===== config.mk =====
export PLATFORM = sky130hd
export DESIGN_NAME = region_protection_unit
export DESIGN_NICKNAME = d
export VERILOG_FILES = /design/src/rtl/region_match.v /design/src/rtl/region_protection_unit.v
export VERILOG_INCLUDE_DIRS = /design/src /design/src/rtl
export SDC_FILE = /design/constraint.sdc
export NUM_CORES = 1
export LEC_CHECK = 0
export BUFFER_PORTS_ARGS = -buffer_cell sky130_fd_sc_hd__buf_2
export CAP_MARGIN = 20
export CORE_MARGIN = 2
export CORE_UTILIZATION = 40
export DETAILED_ROUTE_END_ITERATION = 10
export PLACE_DENSITY = 0.62
export SLEW_MARGIN = 20
export SYNTH_ARGS = -nofsm -noshare
export SYNTH_HDL_FRONTEND = slang
export SYNTH_SLANG_ARGS = --single-unit

===== constraint.sdc =====
create_clock -name clk_in -period 4.55 [get_ports clk_in]
set_input_delay 0.91 -clock clk_in [delete_from_list [all_inputs] [get_ports clk_in]]
set_output_delay 0.91 -clock clk_in [all_outputs]
set_load 0.01 [all_outputs]

===== src/rtl/region_check_regs.vh =====
`ifndef REGION_CHECK_REGS_VH
`define REGION_CHECK_REGS_VH

// Number of programmable regions
`define RGN_COUNT          8
`define RGN_IDX_W          3
// Attribute word field positions (one word per region)
`define ATTR_ENABLE_BIT    0
`define ATTR_SIZE_LSB      1
`define ATTR_SIZE_MSB      5
`define ATTR_B_BIT         16
`define ATTR_C_BIT         17
`define ATTR_S_BIT         18
`define ATTR_TYPE_EXT_LSB  19
`define ATTR_TYPE_EXT_MSB  21
`define ATTR_PERM_LSB      24
`define ATTR_PERM_MSB      26
`define ATTR_NOEXEC_BIT    28
// Reset values
`define ATTR_RESET         32'h0000_0000
`define BASE_RESET         32'h0000_0000
// Resolved memory type encodings
`define MTYPE_STRONG       2'h0
`define MTYPE_DEVICE       2'h1
`define MTYPE_NORMAL       2'h2
// Cache policy encodings
`define CPOL_NONCACHE      2'h0
`define CPOL_WTHROUGH      2'h1
`define CPOL_WBACK         2'h2
// Access permission encodings
`define PERM_NONE            3'h0
`define PERM_PRIV_RW         3'h1
`define PERM_PRIV_RW_USER_RO 3'h2
`define PERM_FULL            3'h3
`define PERM_PRIV_RO         3'h5
`define PERM_RO              3'h6
`define PERM_RO_ALT          3'h7
// Fault cause encodings
`define FCAUSE_NONE        2'h0
`define FCAUSE_BACKGROUND  2'h1
`define FCAUSE_PERMISSION  2'h2
`define FCAUSE_EXEC_NEVER  2'h3

`endif


===== src/rtl/region_match.v =====
`timescale 1ns/10ps
`default_nettype none
`include "region_check_regs.vh"

module region_match (
  // Region setting
  input  wire [31:0] base_in,
  input  wire [31:0] attr_in,
  // Access address
  input  wire [31:0] addr_in,
  // Result
  output wire        hit_out
);

  wire [4:0]  size_field;
  wire [31:0] mask;
  wire        enabled;

  assign size_field = attr_in[`ATTR_SIZE_MSB:`ATTR_SIZE_LSB];
  assign enabled    = attr_in[`ATTR_ENABLE_BIT];
  // Region spans 2^(size+1) bytes; size 31 covers the whole map
  assign mask = (size_field == 5'h1f) ? 32'h0000_0000 :
                ~((32'h0000_0002 << size_field) - 32'h0000_0001);
  // Base is treated as aligned to the region size, as software must ensure
  assign hit_out = enabled && ((addr_in & mask) == (base_in & mask));

endmodule // region_match

`default_nettype wire


===== src/rtl/region_protection_unit.v =====
`timescale 1ns/10ps
`default_nettype none
`include "region_check_regs.vh"

module region_protection_unit #(
  parameter NREG = `RGN_COUNT
) (
  // Clock and reset
  input  wire         clk_in,
  input  wire         rstn_in,
  // Configuration
  input  wire         unit_enable_in,
  input  wire         bg_enable_in,
  input  wire         cfg_we_in,
  input  wire [2:0]   cfg_index_in,
  input  wire [31:0]  cfg_base_in,
  input  wire [31:0]  cfg_attr_in,
  // Access request from core
  input  wire         req_valid_in,
  input  wire [31:0]  req_addr_in,
  input  wire         req_write_in,
  input  wire         req_fetch_in,
  input  wire         req_priv_in,
  // Access toward system bus
  output reg          bus_valid_out,
  output reg  [31:0]  bus_addr_out,
  output reg          bus_write_out,
  output reg          bus_fetch_out,
  output reg          bus_priv_out,
  output reg  [1:0]   bus_mem_type_out,
  output reg          bus_shared_out,
  output reg  [1:0]   bus_cache_pol_out,
  output reg          bus_bufferable_out,
  output reg          bus_ordered_out,
  // Fault report to exception logic
  output reg          fault_out,
  output reg  [1:0]   fault_cause_out,
  output reg  [31:0]  fault_addr_out,
  output reg  [2:0]   hit_region_out,
  output reg          hit_bg_out
);

  reg  [31:0] base_q [0:NREG-1];
  reg  [31:0] attr_q [0:NREG-1];
  wire [NREG-1:0] hit;
  integer k;

  // Per-region storage and matching
  genvar g;
  generate
    for (g = 0; g < NREG; g = g + 1) begin : g_rgn
      always @(posedge clk_in or negedge rstn_in) begin
        if (!rstn_in) begin
          base_q[g] <= `BASE_RESET;
          attr_q[g] <= `ATTR_RESET;
        end else if (cfg_we_in && (cfg_index_in == g)) begin
          base_q[g] <= cfg_base_in;
          attr_q[g] <= cfg_attr_in;
        end
      end
      // Same match logic for fetches and data
      region_match u_match (
        .base_in (base_q[g]),
        .attr_in (attr_q[g]),
        .addr_in (req_addr_in),
        .hit_out (hit[g])
      );
    end
  endgenerate

  // Permission check from access permission and execute-never fields
  function perm_ok;
    input [2:0] perm_f;
    input       noexec_f;
    input       priv;
    input       wr;
    input       fetch;
    begin
      case (perm_f)
        `PERM_PRIV_RW:           perm_ok = priv;
        `PERM_PRIV_RW_USER_RO:   perm_ok = priv || !wr;
        `PERM_FULL:              perm_ok = 1'b1;
        `PERM_PRIV_RO:           perm_ok = priv && !wr;
        `PERM_RO, `PERM_RO_ALT:  perm_ok = !wr;
        default:                 perm_ok = 1'b0;
      endcase
      if (fetch && noexec_f)
        perm_ok = 1'b0;
    end
  endfunction

  // Highest-numbered hit wins
  reg        any_hit;
  reg [2:0]  win;
  always @* begin
    any_hit = 1'b0;
    win     = 3'h0;
    for (k = 0; k < NREG; k = k + 1) begin
      if (hit[k]) begin
        any_hit = 1'b1;
        win     = k[2:0];
      end
    end
  end

  wire [31:0] wattr = attr_q[win];
  wire [2:0]  type_ext = wattr[`ATTR_TYPE_EXT_MSB:`ATTR_TYPE_EXT_LSB];
  wire        c_b   = wattr[`ATTR_C_BIT];
  wire        b_b   = wattr[`ATTR_B_BIT];
  wire        s_b   = wattr[`ATTR_S_BIT];
  wire [2:0]  perm     = wattr[`ATTR_PERM_MSB:`ATTR_PERM_LSB];
  wire        noexec   = wattr[`ATTR_NOEXEC_BIT];

  // Resolution of type, sharing and cache policy
  reg [1:0] mtype_d;
  reg       shared_d;
  reg [1:0] cpol_d;
  reg       buf_d;
  reg       allow_d;
  reg [1:0] cause_d;
  reg       use_bg;
  always @* begin
    use_bg   = 1'b0;
    mtype_d  = `MTYPE_NORMAL;
    shared_d = 1'b0;
    cpol_d   = `CPOL_NONCACHE;
    buf_d    = 1'b0;
    allow_d  = 1'b1;
    cause_d  = `FCAUSE_NONE;
    if (!unit_enable_in) begin
      // Unit off: default map, everything allowed
      mtype_d = `MTYPE_NORMAL;
    end else if (!any_hit) begin
      use_bg = 1'b1;
      // Background gives default map attributes, privileged only
      if (!(bg_enable_in && req_priv_in)) begin
        allow_d = 1'b0;
        cause_d = `FCAUSE_BACKGROUND;
      end
    end else begin
      // Type from type extension, cacheable and bufferable
      if (type_ext == 3'h0 && !c_b && !b_b) begin
        mtype_d  = `MTYPE_STRONG;
        shared_d = 1'b1;
      end else if ((type_ext == 3'h0 && !c_b && b_b) ||
                   (type_ext == 3'h2 && !c_b && !b_b)) begin
        mtype_d  = `MTYPE_DEVICE;
        shared_d = s_b;
        buf_d    = 1'b1;
      end else begin
        mtype_d  = `MTYPE_NORMAL;
        shared_d = s_b;
        buf_d    = b_b;
        if (type_ext[2])
          cpol_d = (type_ext[1:0] == 2'h1) ? `CPOL_WBACK :
                   (type_ext[1:0] == 2'h2) ? `CPOL_WTHROUGH :
                   (type_ext[1:0] == 2'h3) ? `CPOL_WBACK : `CPOL_NONCACHE;
        else if (c_b)
          cpol_d = b_b ? `CPOL_WBACK : `CPOL_WTHROUGH;
        else
          cpol_d = `CPOL_NONCACHE;
      end
      if (!perm_ok(perm, noexec, req_priv_in, req_write_in, req_fetch_in)) begin
        allow_d = 1'b0;
        cause_d = (req_fetch_in && noexec) ? `FCAUSE_EXEC_NEVER : `FCAUSE_PERMISSION;
      end
    end
  end

  // One cycle check stage; order of accesses is kept since the stage never reorders
  always @(posedge clk_in or negedge rstn_in) begin
    if (!rstn_in) begin
      bus_valid_out      <= 1'b0;
      bus_addr_out       <= 32'h0000_0000;
      bus_write_out      <= 1'b0;
      bus_fetch_out      <= 1'b0;
      bus_priv_out       <= 1'b0;
      bus_mem_type_out   <= `MTYPE_NORMAL;
      bus_shared_out     <= 1'b0;
      bus_cache_pol_out  <= `CPOL_NONCACHE;
      bus_bufferable_out <= 1'b0;
      bus_ordered_out    <= 1'b0;
      fault_out          <= 1'b0;
      fault_cause_out    <= `FCAUSE_NONE;
      fault_addr_out     <= 32'h0000_0000;
      hit_region_out     <= 3'h0;
      hit_bg_out         <= 1'b0;
    end else begin
      // Faulted access never reaches the bus
      bus_valid_out      <= req_valid_in && allow_d;
      fault_out          <= req_valid_in && !allow_d;
      if (req_valid_in) begin
        bus_addr_out       <= req_addr_in;
        bus_write_out      <= req_write_in;
        bus_fetch_out      <= req_fetch_in;
        bus_priv_out       <= req_priv_in;
        bus_mem_type_out   <= mtype_d;
        bus_shared_out     <= shared_d;
        bus_cache_pol_out  <= cpol_d;
        bus_bufferable_out <= buf_d;
        bus_ordered_out    <= (mtype_d == `MTYPE_STRONG);
        hit_region_out     <= win;
        hit_bg_out         <= use_bg;
        fault_cause_out    <= cause_d;
        if (!allow_d)
          fault_addr_out <= req_addr_in;
      end
    end
  end

endmodule // region_protection_unit

`default_nettype wire


# --- Word level (Yosys, flattened, before mapping) ---
# Cells that the tools add are included.
totals:
  inputBits: 108
  wordCells: 206
  out_inout_bits: 82
  regBits: 594
op_classes:
  order_cmp: 1
  bitwise_logic: 26
  addsub: 8
  eq_ne: 33
  reduce_logical: 37
  mux: 62
  shift: 8
op_table:
  columns: ["operator", "n"]
  rows:
  - ["$and 32x32->32", 16]
  - ["$eq 32x32->1", 8]
  - ["$mux 32", 8]
  - ["$not 32->32", 8]
  - ["$shl 2x5->32 const A", 8]
  - ["$sub 32x1->32 const B", 8]
  - ["$bmux 32 s3", 1]
  - ["$mux 29", 2]
  - ["$eq 5x5->1 const B", 8]
  - ["$mux 2", 17]
  - ["$mux 1", 27]
  - ["$logic_and 1x1->1", 26]
  - ["$eq 3x3->1 const B", 7]
  - ["$mux 3", 6]
  - ["$eq 3x2->1 const B", 5]
  - ["$eq 3x1->1 const B", 2]
  - ["$logic_not 3->1", 2]
  - ["$pmux 1 s5", 1]
  - ["$eq 2x2->1 const B", 2]
  - ["$ge 4x4->1 const B", 1]
  - ["$logic_not 1->1", 4]
  - ["$not 3->4", 1]
  - ["$eq 2x1->1 const B", 1]
  - ["$logic_not 2->1", 1]
  - ["4 further kinds", 5]

# --- Depth between registers and ports, before layout ---
depth:
  depth_word: 29
  mapped_depth: 23
  mapped_depth_nobuf: 16

# --- By module ---
# A second synthesis with hierarchy kept.
hier_totals:
  hier_cells: 2711
  area_unflattened_um2: 31587.8
modules_own_cells:
  columns: ["mod", "area_per_inst_um2", "seq_area_each_um2", "instances", "cells_each"]
  rows:
  - ["region_protection_unit", 23343.6, 14865.5, 1, 1525]
  - ["region_match at g_rgn[4].u_match ...", 1053.5, 0.0, 4, 148]
  - ["region_match at g_rgn[0].u_match ...", 1009.7, 0.0, 3, 148]
  - ["region_match at g_rgn[3].u_match", 1001.0, 0.0, 1, 150]

# --- Least setup slack after synthesis ---
# OpenSTA, ideal clock, no wires.
synth_timing:
  kind: "register to register"
  from: "reg attr_q[165] (netlist bit)"
  to: "reg fault_addr_out[21]"
  arrival_time_ns: 4.482
  synth_period_minus_slack_ns: 4.610
  setup_ns: 0.128
  path_buffers: 3
  path_stages_with_launch: 20
  required_time_ns: 4.422
  slack_ns: -0.060
  path_cell_list: "dfrtp_1 clkbuf_1 nor4_2 nand2_1 ha_1 clkbuf_1 or2_2 mux2i_1 a21oi_1 o31a_1 a2111oi_0 a21boi_0 a21o_1 a21oi_4 mux2_2 a211oi_2 o31ai_4 a21oi_4 buf_8 mux2_1"
synth_via:
  elab_chain_cells: 28
  word_cells_on_any_way: 42
  classes_between: "add/sub (1); eq/ne (8); shift (1); mux (23); bitwise (5); reduce/logical (4)"
synth_lines:
  columns: ["element", "line_no", "text"]
  rows:
  - ["start: declaration", "region_protection_unit.v:44", "reg [31:0] attr_q [0:NREG-1];"]
  - ["start signal: indexed assignment", "region_protection_unit.v:55", "attr_q[g] <= `ATTR_RESET;"]
  - ["start signal: indexed assignment", "region_protection_unit.v:58", "attr_q[g] <= cfg_attr_in;"]
  - ["$shl 2x5->32", "region_match.v:23", "~((32'h0000_0002 << size_field) - 32'h0000_0001);"]
  - ["$sub 32x1->32", "region_match.v:23", null]
  - ["$not 32->32", "region_match.v:23", null]
  - ["$mux 32 *", "region_match.v:22", "assign mask = (size_field == 5'h1f) ? 32'h0000_0000 :"]
  - ["$and 32x32->32", "region_match.v:25", "assign hit_out = enabled && ((addr_in & mask) == (base_in & mask));"]
  - ["$eq 32x32->1 *", "region_match.v:25", null]
  - ["$logic_and 1x1->1 *", "region_match.v:25", null]
  - ["$mux 3 (6 in series)", "region_protection_unit.v:99", "if (hit[k]) begin"]
  - ["(+7 left out)", null, null]
  - ["$mux 1", "region_protection_unit.v:87", "if (fetch && noexec_f)"]
  - ["$mux 1", "region_protection_unit.v:133", "end else if (!any_hit) begin"]
  - ["$mux 1", "region_protection_unit.v:130", "if (!unit_enable_in) begin"]
  - ["$mux 1", "region_protection_unit.v:163", "if (!perm_ok(perm, noexec, req_priv_in, req_write_in, req_fetch_in)) begin"]
  - ["$mux 1 *", "region_protection_unit.v:133", null]
  - ["$mux 1 *", "region_protection_unit.v:130", null]
  - ["$not 1->1 (no line) *", null, null]
  - ["$reduce_and 2->1 (no line) *", null, null]
  - ["end signal: assignment", "region_protection_unit.v:206", "fault_addr_out <= req_addr_in;"]
  - ["end: declaration", "region_protection_unit.v:38", "output reg [31:0] fault_addr_out,"]
# Every way passes the cells marked *; elsewhere a longest branch is shown, timed or not. The select of a mux whose other input is x is not followed.
# A chain may end at the register's enable or synchronous reset.

# --- Final worst setup path ---
layout_timing:
  from: "reg attr_q[35] (netlist bit)"
  to: "reg fault_addr_out[8]"
layout_via:
  elab_chain_cells: 24
  word_cells_on_any_way: 34
  classes_between: "add/sub (1); eq/ne (8); shift (1); mux (15); bitwise (5); reduce/logical (4)"
layout_lines:
  columns: ["element", "line_no"]
  rows:
  - ["$shl 2x5->32", "region_match.v:23"]
  - ["$sub 32x1->32", "region_match.v:23"]
  - ["$not 32->32", "region_match.v:23"]
  - ["$mux 32 *", "region_match.v:22"]
  - ["$and 32x32->32", "region_match.v:25"]
  - ["$eq 32x32->1 *", "region_match.v:25"]
  - ["$logic_and 1x1->1 *", "region_match.v:25"]
  - ["$mux 3 (2 in series)", "region_protection_unit.v:99"]
  - ["(+7 left out)", null]
  - ["$mux 1", "region_protection_unit.v:87"]
  - ["$mux 1", "region_protection_unit.v:133"]
  - ["$mux 1", "region_protection_unit.v:130"]
  - ["$mux 1", "region_protection_unit.v:163"]
  - ["$mux 1 *", "region_protection_unit.v:133"]
  - ["$mux 1 *", "region_protection_unit.v:130"]
  - ["$not 1->1 (no line) *", null]
  - ["$reduce_and 2->1 (no line) *", null]
# Marks and branches as above.

==> metrics.cfg <==
[outcome]
outcome = complete, but fails checks
violations = negative setup slack

[synthesis]
synth_cell_types = 92
synthCells = 2339
synth-warning-count = 0
yosys_register_bits = 458
ys.flop_type = dfrtp_1
syn_area_mm2 = 0.0260
synthTopCellsByArea = dfrtp_1 (44%), mux2_2 (18%), xor2_1 (4.7%)
syn_avg_cell_area_um2 = 11.1
seq_area_frac_synth_pct = 44.2
ys_async_sr_fraction_pct = 100
synth_top_area_share_pct = 44.1
yosysTopAreaCell = dfrtp_1
synth_edf_count = 0
syn_nets = 2455

[global_route]
grt_max_degree = 90
antenna_found_initial = 7
first_global_vias = 21300
grt_overflow_total = 0
grt_first_pass_wirelength_um = 144000
grt_usage_pct = 29.2

[setup_path]
reg2reg_depth = 21
critPathSlowestCell = or4_1
crit_end = fault_addr_out[8]$_DFFE_PN0P_
cpLargestDelayFamily = compound AO/OA/AOI/OAI gates
timing.rr.start = attr_q[35]$_DFFE_PN0P_
startpoint_type = register
reg2reg_setup_slack_ns = -0.21
slowest_delay_ns = 0.41
cp.arrival_ns = 5.24
worstPathMaxFanout = 11
r2r-end = fault_addr_out[8]$_DFFE_PN0P_
crit_chain = buf_4 -> nor4_4 -> nand2_2 -> ha_4 -> buf_12 -> buf_6 -> o211ai_1 -> a32o_1 -> or4_1 -> nor4_2 -> a31o_2 -> and3b_4 -> a21oi_4 -> buf_6 -> mux2i_2 -> a211oi_2 -> o31ai_4 -> a21oi_4 -> buf_12 -> buf_16 -> mux2_4
critPathKind = reg2reg
required_ns = 5.03
crit_path_end_kind = register
critical_path.startpoint = attr_q[35]$_DFFE_PN0P_
path_depth = 21
path_buf_inv = 6

[sta]
hold_violations = 0
max_freq_mhz = 210
postLayoutSetupSlackWorst_ns = -0.208
fin_skew_ns = 0.0285
hold_slack_ns = 0.286
rsz0062_at_grt = yes
slew_headroom_pct = 39.6
setup_viol = 38
layout_min_cycle_time_ns = 4.76
maxSlewViolCount = 0
fin_crit_sh_pct = 105
tightest_slew_ns = 0.906

[cts]
cts_sinks = 458
cts.htree.levels = 2
cts_made_buffers = 52
cts.path.max_buffers = 3
clkLatencyLatePin_ns = 0.62
cts_root_buf = clkbuf_16
cts_tree = built
holdBufCountCts = 0
clk_pin_slew_worst_paths_ns = 0.06

[finish]
n_fill_cell = 5778
register_area_mm2 = 0.0115
fin_nets = 2831
multi_input_area_mm2 = 0.0140
drive_gt1_share_pct = 41.9
area_growth_syn_to_layout_pct = 23.9
fin_util_pct = 50.0

[placement]
dp_hpwl_um = 68300
gp_congestion = 0.945
port_buffers = 172

[routing]
drcViolationCount = 0
drt_iter0_drc = 1925
drt_pre_antenna_iters = 6
drtAntennaViolNets = 0
routed_wl_um = 98300
wl_per_cell_um = 27.2
vias = 21400
via_per_inst = 5.93

[job]
cap_viol_max_count = 0

[floorplanning]
core_area_mm2 = 0.0643
pin_count = 190
design.die.area_mm2 = 0.0669
dieWidth_um = 259
die_y_um = 259
rows = 93
start_util_pct = 40.3

[min_path]
min_path_type = in2async

[pwr]
vdd_drop_max_v = 0.000353
p_leak_nw = 13.8
power.density_mw_per_mm2 = 477
total_power_mw = 15.4

## Yosys cell counts (24+ instances only)
| library cell | instances |
|---|---|
| o21ai_0 | 93 |
| xor2_1 | 138 |
| nand3_1 | 45 |
| nor2b_1 | 24 |
| mux2_2 | 413 |
| nor4_1 | 26 |
| dfrtp_1 | 457 |
| mux2_4 | 28 |
| buf_2 | 64 |
| inv_1 | 26 |
| a21oi_1 | 79 |
| nor2_1 | 92 |
| nand4_1 | 45 |
| nand2_1 | 75 |
| clkbuf_1 | 104 |
| a31oi_1 | 24 |
| nor3_1 | 39 |
| mux2i_1 | 30 |
| xnor2_1 | 119 |
| o211ai_1 | 28 |
## per-layer routing
metal / track usage, % / wire length, µm / vias to the layer above
li1: - / - / 9378
met1: 40.2 / 42400 / 11100
met2: 46.6 / 45700 / 833
met3: 4.44 / 6460 / 163
met4: 10.7 / 3700 / 4
met5: 0 / 32 / -
## report_power, final
group | total (mW) | internal, mW | switching (mW)
Sequential | 5.52 | 4.94 | 0.581
Clock | 4.43 | 2.62 | 1.80
Combinational | 5.40 | 2.51 | 2.89
## layout by cell type (no fill, tap or decap), types with 16 or more instances in the layout
cell type  count
buf_2        171
nor2b_1       22
nor4_1        18
nand4_1       45
mux2_2       413
a31oi_1       23
mux2i_1       28
mux2_4        30
a32oi_1       16
nor3_1        33
a21oi_1       73
nor2_1        90
o21a_1        18
xor2_1       138
nand3_1       44
o21ai_0       90
clkbuf_16     52
nand2b_1      18
dfrtp_1      454
buf_4        319
o211ai_1      28
nand2_1       73
inv_1         25
xnor2_1      119
## worst reg2reg max path: stages, from the launching register on
cell and delay, ns:
dfrtp_1 0.39, buf_4 0.14, nor4_4 0.04, nand2_2 0.09, ha_4 0.21, buf_12 0.14
buf_6 0.12, o211ai_1 0.11, a32o_1 0.28, or4_1 0.41, nor4_2 0.29, a31o_2 0.28
and3b_4 0.26, a21oi_4 0.19, buf_6 0.16, mux2i_2 0.23, a211oi_2 0.11, o31ai_4 0.38
a21oi_4 0.10, buf_12 0.17, buf_16 0.19, mux2_4 0.31
## kinds of logic after synthesis
| kind of cell | count (synthesis) | share of synthesized area (%) |
|---|---|---|
| AO/OA/AOI/OAI | 462 | 12.5 |
| XOR/XNOR | 257 | 8.67 |
| adder cells (fa/ha/maj) | 8 | 0.386 |
| buffers and inverters | 220 | 3.85 |
| flip-flops | 458 | 44.2 |
| multiplexers | 475 | 21.0 |
| AND/OR/NAND/NOR | 459 | 9.52 |
## stage by stage
step | worst slack (ns) | TNS, ns | std cells | area [µm²]
3_5_place_dp | -0.663 | -25.01 | 3489 | 29600
6_report | -0.208 | -6.14 | 3617 | 32200
4_1_cts | -0.247 | -7.60 | 3595 | 31700
2_1_floorplan | 0.0180 | 0 | 2339 | 26000
3_3_place_gp | -0.595 | -22.32 | 3488 | 29600
5_1_grt | -0.329 | -11.38 | 3610 | 32100
## flip-flops by register name, indices dropped and copies added (netlist names)
signal	flops
bus_write_out	1
attr_q	128
bus_fetch_out	1
bus_mem_type_out	2
bus_valid_out	1
fault_out	1
fault_cause_out	2
bus_shared_out	1
bus_ordered_out	1
bus_priv_out	1
bus_cache_pol_out	2
base_q	248
fault_addr_out	32
bus_addr_out	32
hit_bg_out	1
bus_bufferable_out	1
hit_region_out	3
## worst min-delay path by stage
stage,slack [ns],cells after the start,endpoint
global route,0.36,1,bus_addr_out[19]$_DFFE_PN0P_
detailed placement,0.48,1,fault_addr_out[9]$_DFFE_PN0P_
global placement,0.47,1,bus_ordered_out$_DFFE_PN0P_
floorplan,0.47,1,attr_q[0]$_DFFE_PN0P_
CTS,0.33,1,fault_addr_out[17]$_DFFE_PN0P_
finish,0.29,1,bus_addr_out[19]$_DFFE_PN0P_
## area by class of cell
cell class                 instances  share of cell area [%]
sequential                       458                    35.7
tap                              855                    3.33
inverter                          27                   0.315
clock buffer                      72                    4.72
timing repair buffer             515                    11.6
clock inverter                    22                   0.938
multi-input combinational       1661                    43.4
antenna                            7                  0.0545
## timing repair
action | 4_1_cts | 5_1_grt
endpoints found under the setup margin | 41 | 43
cloned | 2 | 0
gates resized for setup | 48 | 61
endpoints found under the hold margin | 0 | 0
pin swaps | 34 | 29
setup buffers | 10 | 15
No activity file was read; power rests on OpenSTA's default activity.
